===== src/verilog/psc_defs.svh =====
/*
  Constants of the switch command engine: register page addresses, command
  codes, control bit positions, reset values and slot timing counts.
  Assumes a 10 MHz engine clock.
*/
`ifndef PSC_DEFS_SVH
`define PSC_DEFS_SVH

// ---------------------------------------------------------------------------
// Register page
// ---------------------------------------------------------------------------
`define PSC_ADDR_PRESAMPLE 16'h0087
`define PSC_ADDR_PIN 16'h0088
`define PSC_ADDR_OUTL 16'h0089
`define PSC_ADDR_ACT 16'h008a
`define PSC_ADDR_MASK 16'h008b
`define PSC_ADDR_POL 16'h008c
`define PSC_ADDR_CTL 16'h008d
`define PSC_ADDR_LAST 16'h008f
`define PSC_LOW_PIN 8'h88

// ---------------------------------------------------------------------------
// Control bit positions and reset values
// ---------------------------------------------------------------------------
`define PSC_CTL_SRC_BIT 0
`define PSC_CTL_COMB_BIT 1
`define PSC_CTL_ROLE_BIT 2
`define PSC_CTL_POR_BIT 3
`define PSC_CTL_AUX_BIT 7
`define PSC_MASK_RESET 8'h00
`define PSC_POL_RESET 8'h00
`define PSC_ACT_RESET 8'h00
`define PSC_OUTL_RESET 8'hff
`define PSC_PIN_RESET 8'hff

// ---------------------------------------------------------------------------
// Commands and fixed data
// ---------------------------------------------------------------------------
`define PSC_CMD_READ_REGS 8'hf0
`define PSC_CMD_STREAM 8'hf5
`define PSC_CMD_WRITE 8'h5a
`define PSC_CONFIRM 8'haa
`define PSC_FILL 8'hff
`define PSC_STREAM_BYTES 32
`define PSC_CRC_POLY 16'ha001

// ---------------------------------------------------------------------------
// Timing
// ---------------------------------------------------------------------------
`define PSC_CLK_NS 100
`define PSC_SAMPLE_STD_NS 15000
`define PSC_SAMPLE_OD_NS 2000
`define PSC_SAMPLE_STD_CYC \
  ((`PSC_SAMPLE_STD_NS + `PSC_CLK_NS - 1) / `PSC_CLK_NS)
`define PSC_SAMPLE_OD_CYC \
  ((`PSC_SAMPLE_OD_NS + `PSC_CLK_NS - 1) / `PSC_CLK_NS)

`endif


===== src/verilog/psc_pkg.sv =====
/*
  Types of the switch command engine: transfer states and the state
  records of the engine and of its checksum unit.
  Assumes psc_defs.svh is on the include path.
*/
package psc_pkg;

  typedef enum logic [12:0]
  {
    ST_IDLE  = 13'h0001,
    ST_CMD   = 13'h0002,
    ST_ADDR  = 13'h0004,
    ST_RDATA = 13'h0008,
    ST_RCRC  = 13'h0010,
    ST_ONES  = 13'h0020,
    ST_SDATA = 13'h0040,
    ST_SCRC  = 13'h0080,
    ST_WDATA = 13'h0100,
    ST_WINV  = 13'h0200,
    ST_WCONF = 13'h0400,
    ST_WSTAT = 13'h0800,
    ST_HALT  = 13'h1000
  } psc_state_t;

  typedef struct packed
  {
    logic [15:0] crc;
  } psc_crc_t;

  typedef struct packed
  {
    psc_state_t st;
    logic [3:0] bitcnt;
    logic [4:0] bytecnt;
    logic [7:0] sr;
    logic [15:0] txsr;
    logic [15:0] addr;
    logic [7:0] wr_data;
    logic [7:0] dly;
    logic in_slot;
    logic sampled;
    logic ld;
    logic apply_pend;
    logic [7:0] pin_s1;
    logic [7:0] pin_s2;
    logic [7:0] pin_prev;
    logic rz_s1;
    logic rz_s2;
    logic aux_s1;
    logic aux_s2;
    logic [7:0] pin_snap;
    logic [7:0] out_latch;
    logic [7:0] act;
    logic [7:0] mask;
    logic [7:0] pol;
    logic ctl_src;
    logic ctl_comb;
    logic ctl_role;
    logic ctl_por;
    logic tx_bit;
    logic [7:0] pin_oe;
    logic strobe_oe;
    logic resp;
    logic lo;
  } psc_eng_t;

endpackage

===== src/verilog/psc_crc16.sv =====
/*
  Sixteen-bit checksum generator, shifted one bit at a time, least
  significant bit first, reflected polynomial.
  Assumes clear and shift never come in the same cycle as a hazard: clear
  wins.
*/
`timescale 1ns/100ps
`include "psc_defs.svh"

module psc_crc16
(
  input wire logic mclk,
  input wire logic rst,
  input wire logic ce,
  input wire logic clear,
  input wire logic shift,
  input wire logic din,
  output logic [15:0] crc
);
  import psc_pkg::*;

  psc_crc_t q_r;
  psc_crc_t q_nxt;

  always_comb
  begin
    q_nxt = q_r;
    if (clear)
    begin
      q_nxt.crc = 16'h0000;
    end
    else if (shift)
    begin
      q_nxt.crc = {1'b0, q_r.crc[15:1]} ^
                  ((q_r.crc[0] ^ din) ? `PSC_CRC_POLY : 16'h0000);
    end
    if (!ce)
    begin
      q_nxt = q_r;
    end
  end

  always_ff @(posedge mclk or posedge rst)
  begin
    if (rst)
    begin
      q_r <= '0;
    end
    else
    begin
      q_r <= q_nxt;
    end
  end

  assign crc = q_r.crc;
endmodule


===== src/verilog/psc_engine.sv =====
/*
  Control-function engine of an eight channel open-drain switch: register
  page read, streaming channel read, channel write, search qualification.
  Assumes a link layer on mclk that marks slot starts and ends, reports the
  line level and latches tx_bit at each slot start.
*/
// Overview of operation
// - Control bit 0 picks pins or activity latches as search source.
// - Control bit 1 picks OR or AND combining of selected channels.
// - Control bit 2 makes the reset/strobe pin reset input or strobe.
// - Control bit 3 set by power-up, software clears; forces search response.
// - Control bit 7 reads the auxiliary supply pin state.
// - Compare source with polarity per selected channel; combine bit picks.
// - OR needs one selected match; AND needs all selected to match.
// - Standard speed unless fast flag; slot timing follows speed.
// - Register read: code, two address bytes, data up to page end.
// - Past page end send inverted checksum of command, address, data.
// - After that checksum answer all reads with 1 until bus reset.
// - Pin snapshot taken one bit slot before address 0x88 is read.
// - Streaming read samples pins at each previous byte's last bit.
// - Every 32 pin bytes insert inverted checksum; next sample at its end.
// - In strobe role, stream strobes low over each pin byte's two LSBs.
// - Sample at fixed delay into slot; no strobe at write sampling.
// - Streaming read and write loop until a bus reset pulse.
// - Channel write alone updates the output latch; 1 means off.
// - Latch updates only when the second byte is the exact inverse.
// - Change at sample delay if last bit is 1, else at slot end.
// - After an update send confirmation byte 0xaa.
// - In strobe role strobe low over confirmation byte's two LSBs.
// - Sample pins at confirmation's last bit, send them, accept next pair.
// - Reset input held low forces outputs off, latch reads all ones.
// - Activity latch sets on any pin change, external or written.
`timescale 1ns/100ps
`include "psc_defs.svh"

module psc_engine
(
  input wire logic mclk,
  input wire logic rst,
  input wire logic ce,
  input wire logic bus_reset,
  input wire logic ctl_start,
  input wire logic fast_speed_flag,
  input wire logic slot_begin,
  input wire logic slot_end,
  input wire logic line_level,
  input wire logic cfg_wr,
  input wire logic [15:0] cfg_addr,
  input wire logic [7:0] cfg_data,
  input wire logic act_clear,
  input wire logic [7:0] channel_pin_in,
  output logic [7:0] channel_pin_out,
  output logic [7:0] channel_pin_oe,
  input wire logic reset_strobe_pin_in,
  output logic reset_strobe_pin_out,
  output logic reset_strobe_pin_oe,
  input wire logic aux_supply_pin,
  output logic tx_bit,
  output logic search_response
);
  import psc_pkg::*;

  localparam psc_eng_t RESET_Q = '{
    st: ST_IDLE,
    txsr: 16'hffff,
    pin_s1: `PSC_PIN_RESET,
    pin_s2: `PSC_PIN_RESET,
    pin_prev: `PSC_PIN_RESET,
    out_latch: `PSC_OUTL_RESET,
    act: `PSC_ACT_RESET,
    mask: `PSC_MASK_RESET,
    pol: `PSC_POL_RESET,
    ctl_por: 1'b1,
    tx_bit: 1'b1,
    default: '0
  };
  localparam logic [7:0] STD_M1 = 8'(`PSC_SAMPLE_STD_CYC - 1);
  localparam logic [7:0] OD_M1 = 8'(`PSC_SAMPLE_OD_CYC - 1);
  localparam logic [4:0] LAST_BYTE = 5'(`PSC_STREAM_BYTES - 1);

  psc_eng_t q_r;
  psc_eng_t q_nxt;
  logic [15:0] crc;
  logic crc_clear;
  logic crc_shift;
  logic crc_din;
  logic [7:0] cyc_m1;
  logic samp;
  logic rz_reset;
  logic [7:0] full;
  logic [7:0] src;
  logic [7:0] hit;
  logic [15:0] next_addr;

  // -------------------------------------------------------------------------
  // Register page read data
  // -------------------------------------------------------------------------
  function automatic logic [7:0] reg_byte(input psc_eng_t s,
                                          input logic [15:0] a);
    logic [7:0] v;
    v = `PSC_FILL;
    if (a == `PSC_ADDR_PIN)
      v = s.pin_snap;
    else if (a == `PSC_ADDR_OUTL)
      v = s.out_latch;
    else if (a == `PSC_ADDR_ACT)
      v = s.act;
    else if (a == `PSC_ADDR_MASK)
      v = s.mask;
    else if (a == `PSC_ADDR_POL)
      v = s.pol;
    else if (a == `PSC_ADDR_CTL)
      v = {s.aux_s2, 3'b000, s.ctl_por, s.ctl_role, s.ctl_comb, s.ctl_src};
    return v;
  endfunction

  // The sample point is a fixed count from the slot start.
  assign cyc_m1 = fast_speed_flag ? OD_M1 : STD_M1;
  assign samp = q_r.in_slot && !q_r.sampled && (q_r.dly == cyc_m1);
  assign rz_reset = !q_r.ctl_role && !q_r.rz_s2;
  assign full = {line_level, q_r.sr[7:1]};
  assign next_addr = q_r.addr + 16'h0001;

  // -------------------------------------------------------------------------
  // Next state
  // -------------------------------------------------------------------------
  always_comb
  begin
    q_nxt = q_r;
    crc_clear = 1'b0;
    crc_shift = 1'b0;
    crc_din = 1'b0;
    src = 8'h00;
    hit = 8'h00;

    q_nxt.pin_s1 = channel_pin_in;
    q_nxt.pin_s2 = q_r.pin_s1;
    q_nxt.pin_prev = q_r.pin_s2;
    q_nxt.rz_s1 = reset_strobe_pin_in;
    q_nxt.rz_s2 = q_r.rz_s1;
    q_nxt.aux_s1 = aux_supply_pin;
    q_nxt.aux_s2 = q_r.aux_s1;

    // A pin change in the same cycle as a clear still sets the latch.
    if (act_clear || rz_reset)
    begin
      q_nxt.act = 8'h00;
    end
    q_nxt.act = q_nxt.act | (q_r.pin_s2 ^ q_r.pin_prev);

    if (cfg_wr)
    begin
      if (cfg_addr == `PSC_ADDR_MASK)
        q_nxt.mask = cfg_data;
      else if (cfg_addr == `PSC_ADDR_POL)
        q_nxt.pol = cfg_data;
      else if (cfg_addr == `PSC_ADDR_CTL)
      begin
        q_nxt.ctl_src = cfg_data[`PSC_CTL_SRC_BIT];
        q_nxt.ctl_comb = cfg_data[`PSC_CTL_COMB_BIT];
        q_nxt.ctl_role = cfg_data[`PSC_CTL_ROLE_BIT];
        q_nxt.ctl_por = q_r.ctl_por & cfg_data[`PSC_CTL_POR_BIT];
      end
    end

    if (slot_begin)
    begin
      q_nxt.in_slot = 1'b1;
      q_nxt.dly = 8'h00;
      q_nxt.sampled = 1'b0;
    end
    else if (q_r.in_slot && !q_r.sampled)
    begin
      q_nxt.dly = q_r.dly + 8'h01;
      q_nxt.sampled = samp;
    end

    // Bit processing at the sample point of each slot.
    if (samp)
    begin
      q_nxt.bitcnt = q_r.bitcnt + 4'h1;
      q_nxt.sr = full;
      q_nxt.txsr = {1'b1, q_r.txsr[15:1]};
      unique case (q_r.st)
        ST_IDLE, ST_ONES, ST_HALT:
        begin
          q_nxt.bitcnt = 4'h0;
        end
        ST_CMD:
        begin
          crc_shift = 1'b1;
          crc_din = line_level;
          if (q_r.bitcnt == 4'h7)
          begin
            q_nxt.bitcnt = 4'h0;
            q_nxt.bytecnt = 5'h00;
            q_nxt.ld = 1'b1;
            if (full == `PSC_CMD_READ_REGS)
              q_nxt.st = ST_ADDR;
            else if (full == `PSC_CMD_STREAM)
            begin
              q_nxt.st = ST_SDATA;
              q_nxt.pin_snap = q_r.pin_s2;
            end
            else if (full == `PSC_CMD_WRITE)
              q_nxt.st = ST_WDATA;
            else
              q_nxt.st = ST_HALT;
          end
        end
        ST_ADDR:
        begin
          crc_shift = 1'b1;
          crc_din = line_level;
          if (q_r.bitcnt == 4'h7)
          begin
            q_nxt.bitcnt = 4'h0;
            if (q_r.bytecnt == 5'h00)
            begin
              q_nxt.addr = {8'h00, full};
              q_nxt.bytecnt = 5'h01;
            end
            else
            begin
              q_nxt.addr = {full, q_r.addr[7:0]};
              if (q_r.addr[7:0] == `PSC_LOW_PIN)
                q_nxt.pin_snap = q_r.pin_s2;
              q_nxt.ld = 1'b1;
              q_nxt.st = ({full, q_r.addr[7:0]} > `PSC_ADDR_LAST) ?
                         ST_RCRC : ST_RDATA;
            end
          end
        end
        ST_RDATA:
        begin
          crc_shift = 1'b1;
          crc_din = q_r.txsr[0];
          if (q_r.bitcnt == 4'h7)
          begin
            if (q_r.addr == `PSC_ADDR_PRESAMPLE)
              q_nxt.pin_snap = q_r.pin_s2;
            q_nxt.bitcnt = 4'h0;
            q_nxt.addr = next_addr;
            q_nxt.ld = 1'b1;
            if (next_addr > `PSC_ADDR_LAST)
              q_nxt.st = ST_RCRC;
          end
        end
        ST_RCRC:
        begin
          if (q_r.bitcnt == 4'hf)
          begin
            q_nxt.bitcnt = 4'h0;
            q_nxt.st = ST_ONES;
            q_nxt.ld = 1'b1;
          end
        end
        ST_SDATA:
        begin
          crc_shift = 1'b1;
          crc_din = q_r.txsr[0];
          if (q_r.bitcnt == 4'h7)
          begin
            q_nxt.bitcnt = 4'h0;
            q_nxt.ld = 1'b1;
            if (q_r.bytecnt == LAST_BYTE)
            begin
              q_nxt.bytecnt = 5'h00;
              q_nxt.st = ST_SCRC;
            end
            else
            begin
              q_nxt.bytecnt = q_r.bytecnt + 5'h01;
              q_nxt.pin_snap = q_r.pin_s2;
            end
          end
        end
        ST_SCRC:
        begin
          if (q_r.bitcnt == 4'hf)
          begin
            q_nxt.bitcnt = 4'h0;
            q_nxt.ld = 1'b1;
            q_nxt.st = ST_SDATA;
            q_nxt.pin_snap = q_r.pin_s2;
          end
        end
        ST_WDATA:
        begin
          if (q_r.bitcnt == 4'h7)
          begin
            q_nxt.bitcnt = 4'h0;
            q_nxt.wr_data = full;
            q_nxt.st = ST_WINV;
          end
        end
        ST_WINV:
        begin
          if (q_r.bitcnt == 4'h7)
          begin
            q_nxt.bitcnt = 4'h0;
            if (full == ~q_r.wr_data)
            begin
              q_nxt.st = ST_WCONF;
              q_nxt.ld = 1'b1;
              if (line_level)
                q_nxt.out_latch = q_r.wr_data;
              else
                q_nxt.apply_pend = 1'b1;
            end
            else
            begin
              q_nxt.st = ST_HALT;
            end
          end
        end
        ST_WCONF:
        begin
          if (q_r.bitcnt == 4'h7)
          begin
            q_nxt.bitcnt = 4'h0;
            q_nxt.ld = 1'b1;
            q_nxt.st = ST_WSTAT;
            q_nxt.pin_snap = q_r.pin_s2;
          end
        end
        ST_WSTAT:
        begin
          if (q_r.bitcnt == 4'h7)
          begin
            q_nxt.bitcnt = 4'h0;
            q_nxt.ld = 1'b1;
            q_nxt.st = ST_WDATA;
          end
        end
        default:
        begin
          q_nxt.st = ST_HALT;
        end
      endcase
    end

    // Byte loads and the slot-end output change happen after the sample.
    if (slot_end)
    begin
      q_nxt.in_slot = 1'b0;
      if (q_r.apply_pend)
      begin
        q_nxt.out_latch = q_r.wr_data;
        q_nxt.apply_pend = 1'b0;
      end
      if (q_r.ld)
      begin
        q_nxt.ld = 1'b0;
        if (q_r.st == ST_RDATA)
          q_nxt.txsr = {`PSC_FILL, reg_byte(q_r, q_r.addr)};
        else if (q_r.st == ST_RCRC || q_r.st == ST_SCRC)
        begin
          q_nxt.txsr = ~crc;
          crc_clear = (q_r.st == ST_SCRC);
        end
        else if (q_r.st == ST_SDATA || q_r.st == ST_WSTAT)
          q_nxt.txsr = {`PSC_FILL, q_r.pin_snap};
        else if (q_r.st == ST_WCONF)
          q_nxt.txsr = {`PSC_FILL, `PSC_CONFIRM};
        else
          q_nxt.txsr = 16'hffff;
      end
      q_nxt.tx_bit = q_nxt.txsr[0];
    end

    if (ctl_start && q_r.st == ST_IDLE)
    begin
      q_nxt.st = ST_CMD;
      q_nxt.bitcnt = 4'h0;
      crc_clear = 1'b1;
    end

    // A bus reset ends any transfer at once.
    if (bus_reset)
    begin
      q_nxt.st = ST_IDLE;
      q_nxt.bitcnt = 4'h0;
      q_nxt.bytecnt = 5'h00;
      q_nxt.in_slot = 1'b0;
      q_nxt.ld = 1'b0;
      q_nxt.apply_pend = 1'b0;
      q_nxt.txsr = 16'hffff;
      q_nxt.tx_bit = 1'b1;
    end

    if (rz_reset)
    begin
      q_nxt.out_latch = 8'hff;
      q_nxt.apply_pend = 1'b0;
    end
    q_nxt.pin_oe = ~q_nxt.out_latch;

    // Strobe covers the two low bits of stream pin bytes and the confirmation.
    q_nxt.strobe_oe = q_nxt.ctl_role && !q_nxt.ld &&
                      (q_nxt.st == ST_SDATA || q_nxt.st == ST_WCONF) &&
                      (q_nxt.bitcnt < 4'h2);

    src = q_r.ctl_src ? q_r.act : q_r.pin_s2;
    hit = ~(src ^ q_r.pol);
    q_nxt.resp = q_r.ctl_por ||
                 (q_r.ctl_comb ? &(hit | ~q_r.mask) : |(hit & q_r.mask));

    if (!ce)
    begin
      q_nxt = q_r;
      crc_clear = 1'b0;
      crc_shift = 1'b0;
    end
  end

  always_ff @(posedge mclk or posedge rst)
  begin
    if (rst)
    begin
      q_r <= RESET_Q;
    end
    else
    begin
      q_r <= q_nxt;
    end
  end

  psc_crc16 u_crc
  (
    .mclk(mclk),
    .rst(rst),
    .ce(ce),
    .clear(crc_clear),
    .shift(crc_shift),
    .din(crc_din),
    .crc(crc)
  );

  assign channel_pin_out = {8{q_r.lo}};
  assign channel_pin_oe = q_r.pin_oe;
  assign reset_strobe_pin_out = q_r.lo;
  assign reset_strobe_pin_oe = q_r.strobe_oe;
  assign tx_bit = q_r.tx_bit;
  assign search_response = q_r.resp;
endmodule


===== config.mk =====
export PLATFORM = sky130hd
export DESIGN_NAME = psc_engine
export DESIGN_NICKNAME = d
export VERILOG_FILES = /design/src/verilog/psc_pkg.sv /design/src/verilog/psc_crc16.sv /design/src/verilog/psc_engine.sv
export VERILOG_INCLUDE_DIRS = /design/src /design/src/verilog
export SDC_FILE = /design/constraint.sdc
export NUM_CORES = 1
export LEC_CHECK = 0
export ABC_AREA = 1
export BUFFER_PORTS_ARGS = -buffer_cell sky130_fd_sc_hd__buf_4
export CAP_MARGIN = 10
export CORE_MARGIN = 4
export CORE_UTILIZATION = 45
export DETAILED_ROUTE_END_ITERATION = 16
export MAX_ROUTING_LAYER = met4
export PLACE_DENSITY = 0.64
export SYNTH_ARGS = -nofsm -noshare
export SYNTH_HDL_FRONTEND = slang
export SYNTH_SLANG_ARGS = --single-unit

===== constraint.sdc =====
create_clock -name mclk -period 12.1 [get_ports mclk]
set_clock_uncertainty 0.15 [all_clocks]
set_input_delay 1.815 -clock mclk [delete_from_list [all_inputs] [get_ports mclk]]
set_output_delay 1.815 -clock mclk [all_outputs]
set_load 0.005 [all_outputs]

==> run summary <==
status = complete, no violations
DIE AREA = 26,700 sq um
routed vias = 10,031
RSZ-0062 raised after global routing = false
chip width = 163 um
Ys Warns = 0
post-DP HPWL = 22,000 um
DRT iter0 DRCs = 687
max-slew violations = 0
wire per inst = 16.6 um
slew margin rel. = 29.7%
Post-CTS Setup Inserts = 0
leading cell type in the layout, fill and taps excluded = nand2_1
largest fanout on the critical path = 53
most frequent cells in the layout = nand2_1 (385), o21ai_0 (189), inv_1 (185), dfrtp_1 (129), nor2_1 (128)
Slew @ Worst Pin = 1.05 ns
hold-fix buffers at CTS = 0
grt total ovfl = 0
max frequency = 235 MHz
core area = 23,600 sq um
initial antenna violation count = 0
final hold slack = 0.316 ns
Rows = 56
CTS tree = yes
Peak VDD IR = 88.3 uV
Clock Sink Count = 180
Worst-path clk slew = 0.08 ns
post-CTS sizing = 0
Pleak = 5.61 nW
Post-Synthesis Cell Area = 10,900 sq um
Max Cap Violations = 0
WS Path Type = input port to flip-flop
fin crit period = 4.25 ns
ys async rst share = 100%
flops & latches, synth = 180
synth top area cells = dfrtp_1 (30%), nand2_1 (13%), dfstp_2 (12%)
Pre-antenna DRT Iters = 5
DR vias/cell = 5.44
fillers = 2,398
Worst Setup End Kind = flip-flop
Post-synth EDFFs = 0
ant diodes = 0
final RePlAce weighted congestion = 0.908
largest net degree at the start of global routing = 105
Yosys cell types = 62
vias in the first global route = 9,485
prevailing post-synth register cell = dfrtp_1
endpoints failing hold = 0
Synth Instances = 1,495
first-pass GRT wire length = 50,300 um
Top Ports = 65
WP data arrival = 4.40 ns
setup TNS = 0 ns
Port Buf Inserts = 55
Avg Inst Size Synth = 7.27 sq um
number of buffers on the longest clock path = 2
Global Route Usage Sum = 24.2%
Die Height = 163 um
top cell type's share of synthesized area = 29.7%
Starting Density = 46.0%
final WL = 30,600 um
Worst Setup Start Kind = input port
# setup viols final = 0
CTS HTree Levels = 4
nets = 1,567
sequential fraction of the synthesis area = 42.0%
post-route clock period utilization = 35.1%
area leader, netlist = dfrtp_1
Clk Latency, worst-skew pair = 0.45 ns
layout cells sized above 1 = 11.9%
DRC viols = 0
clk root buf = clkbuf_16
area grow syn2layout = 10.6%
WP data required = 12.25 ns
cell area power density = 115 nW/um^2
clock buffer count from CTS = 17
Hold WC Path Type = flip-flop to flip-flop
Detail Route Antenna Nets = 0
-- power by group --
group / internal, W / leakage (nW) / switching, W
Clock: 0.000301 / 0.297 / 0.000272
Sequential: 0.000641 / 2.15 / 0.0000220
Combinational: 0.0000527 / 3.16 / 0.0000992
Total: 0.000994 / 5.61 / 0.000393
-- Yosys cell counts (3+ instances only) --
library cell / instances
a211oi_1: 5
a21oi_1: 75
a221oi_1: 3
a22o_1: 5
a31oi_1: 13
a32oi_1: 3
buf_1: 6
buf_2: 10
buf_4: 17
clkbuf_1: 37
clkinv_1: 4
dfrtp_1: 129
dfstp_2: 51
ha_1: 9
inv_1: 186
inv_2: 4
mux2_2: 5
mux2i_1: 3
nand2_1: 385
nand2_4: 4
nand3_1: 52
nand4_1: 15
nor2_1: 128
nor2_2: 5
nor2_4: 4
nor3_1: 19
nor4_1: 7
o211ai_1: 19
o21a_1: 7
o21ai_0: 189
o21bai_1: 3
o22ai_1: 25
o311ai_0: 3
o31ai_1: 8
o32a_1: 3
o32ai_1: 3
xnor2_1: 4
xor2_1: 14
-- per-layer routing --
| metal | global-route usage (%) | wire, um | up-vias |
|---|---|---|---|
| li1 | - | - | 4936 |
| met1 | 32.6 | 13600 | 4718 |
| met2 | 37.3 | 14300 | 315 |
| met3 | 3.68 | 1640 | 62 |
| met4 | 9.26 | 1000 | 0 |
| met5 | - | 0 | - |
-- cell type report --
class	count	area (sq um)	area share [%]
clock buffer	20	489	4.07
clock inverter	12	110	0.916
inverter	195	739	6.15
multi-input combinational	1057	5240	43.6
sequential	180	4570	38.0
tap	319	399	3.32
timing repair buffer	62	465	3.87
-- critical path, cell delays in order --
cell	delay, ns
buf_4	0.29
inv_2	0.34
buf_4	0.41
nor2_2	0.47
inv_1	0.08
a21oi_1	0.13
nand4_1	0.50
nand2_1	0.22
o21ai_0	0.11
-- sequential cells by signal, indices dropped and copies added, names as in the netlist --
register             count
channel_pin_oe           8
full                     7
q_r                    146
reset_strobe_pin_oe      1
search_response          1
tx_bit                   1
u_crc.crc               16
-- metrics by stage --
step	util (%)	total power (W)	cell area, sq um	setup slack [ns]	std cells
after global placement	48.3	0.000825	11400	7.46	1812
after global routing	50.9	0.00144	12000	7.49	1845
after detailed placement	48.3	0.000827	11400	7.43	1812
final	50.9	0.00139	12000	7.85	1845
after CTS	50.9	0.00140	12000	7.87	1844
after floorplan	-	0.000774	10900	5.33	1503
-- final timing paths --
path,startpoint,endpoint,slack (ns),cells past startpoint
min reg2reg,q_r[80],q_r[80],0.32,2
max,ce,q_r[54],7.85,9
min in group asynchronous,rst,q_r[93],1.40,2
max in group asynchronous,rst,q_r[35],8.86,3
min,q_r[80],q_r[80],0.32,2
max reg2reg,q_r[149],q_r[54],8.56,10
-- logic make-up (layout without fill, tap and decap cells) --
kind of cell / count (synthesis) / count (layout) / synth area share (%)
XOR/XNOR: 18 / 18 / 1.45
other: 1 / 9 / 0.0345
flip-flops: 180 / 180 / 42.0
adder cells (fa/ha/maj): 9 / 9 / 1.04
AO/OA/AOI/OAI: 380 / 380 / 20.1
AND/OR/NAND/NOR: 633 / 633 / 24.5
buffers and inverters: 266 / 289 / 9.98
multiplexers: 8 / 8 / 0.794
Note: power is estimated with default switching activity, not from simulation.
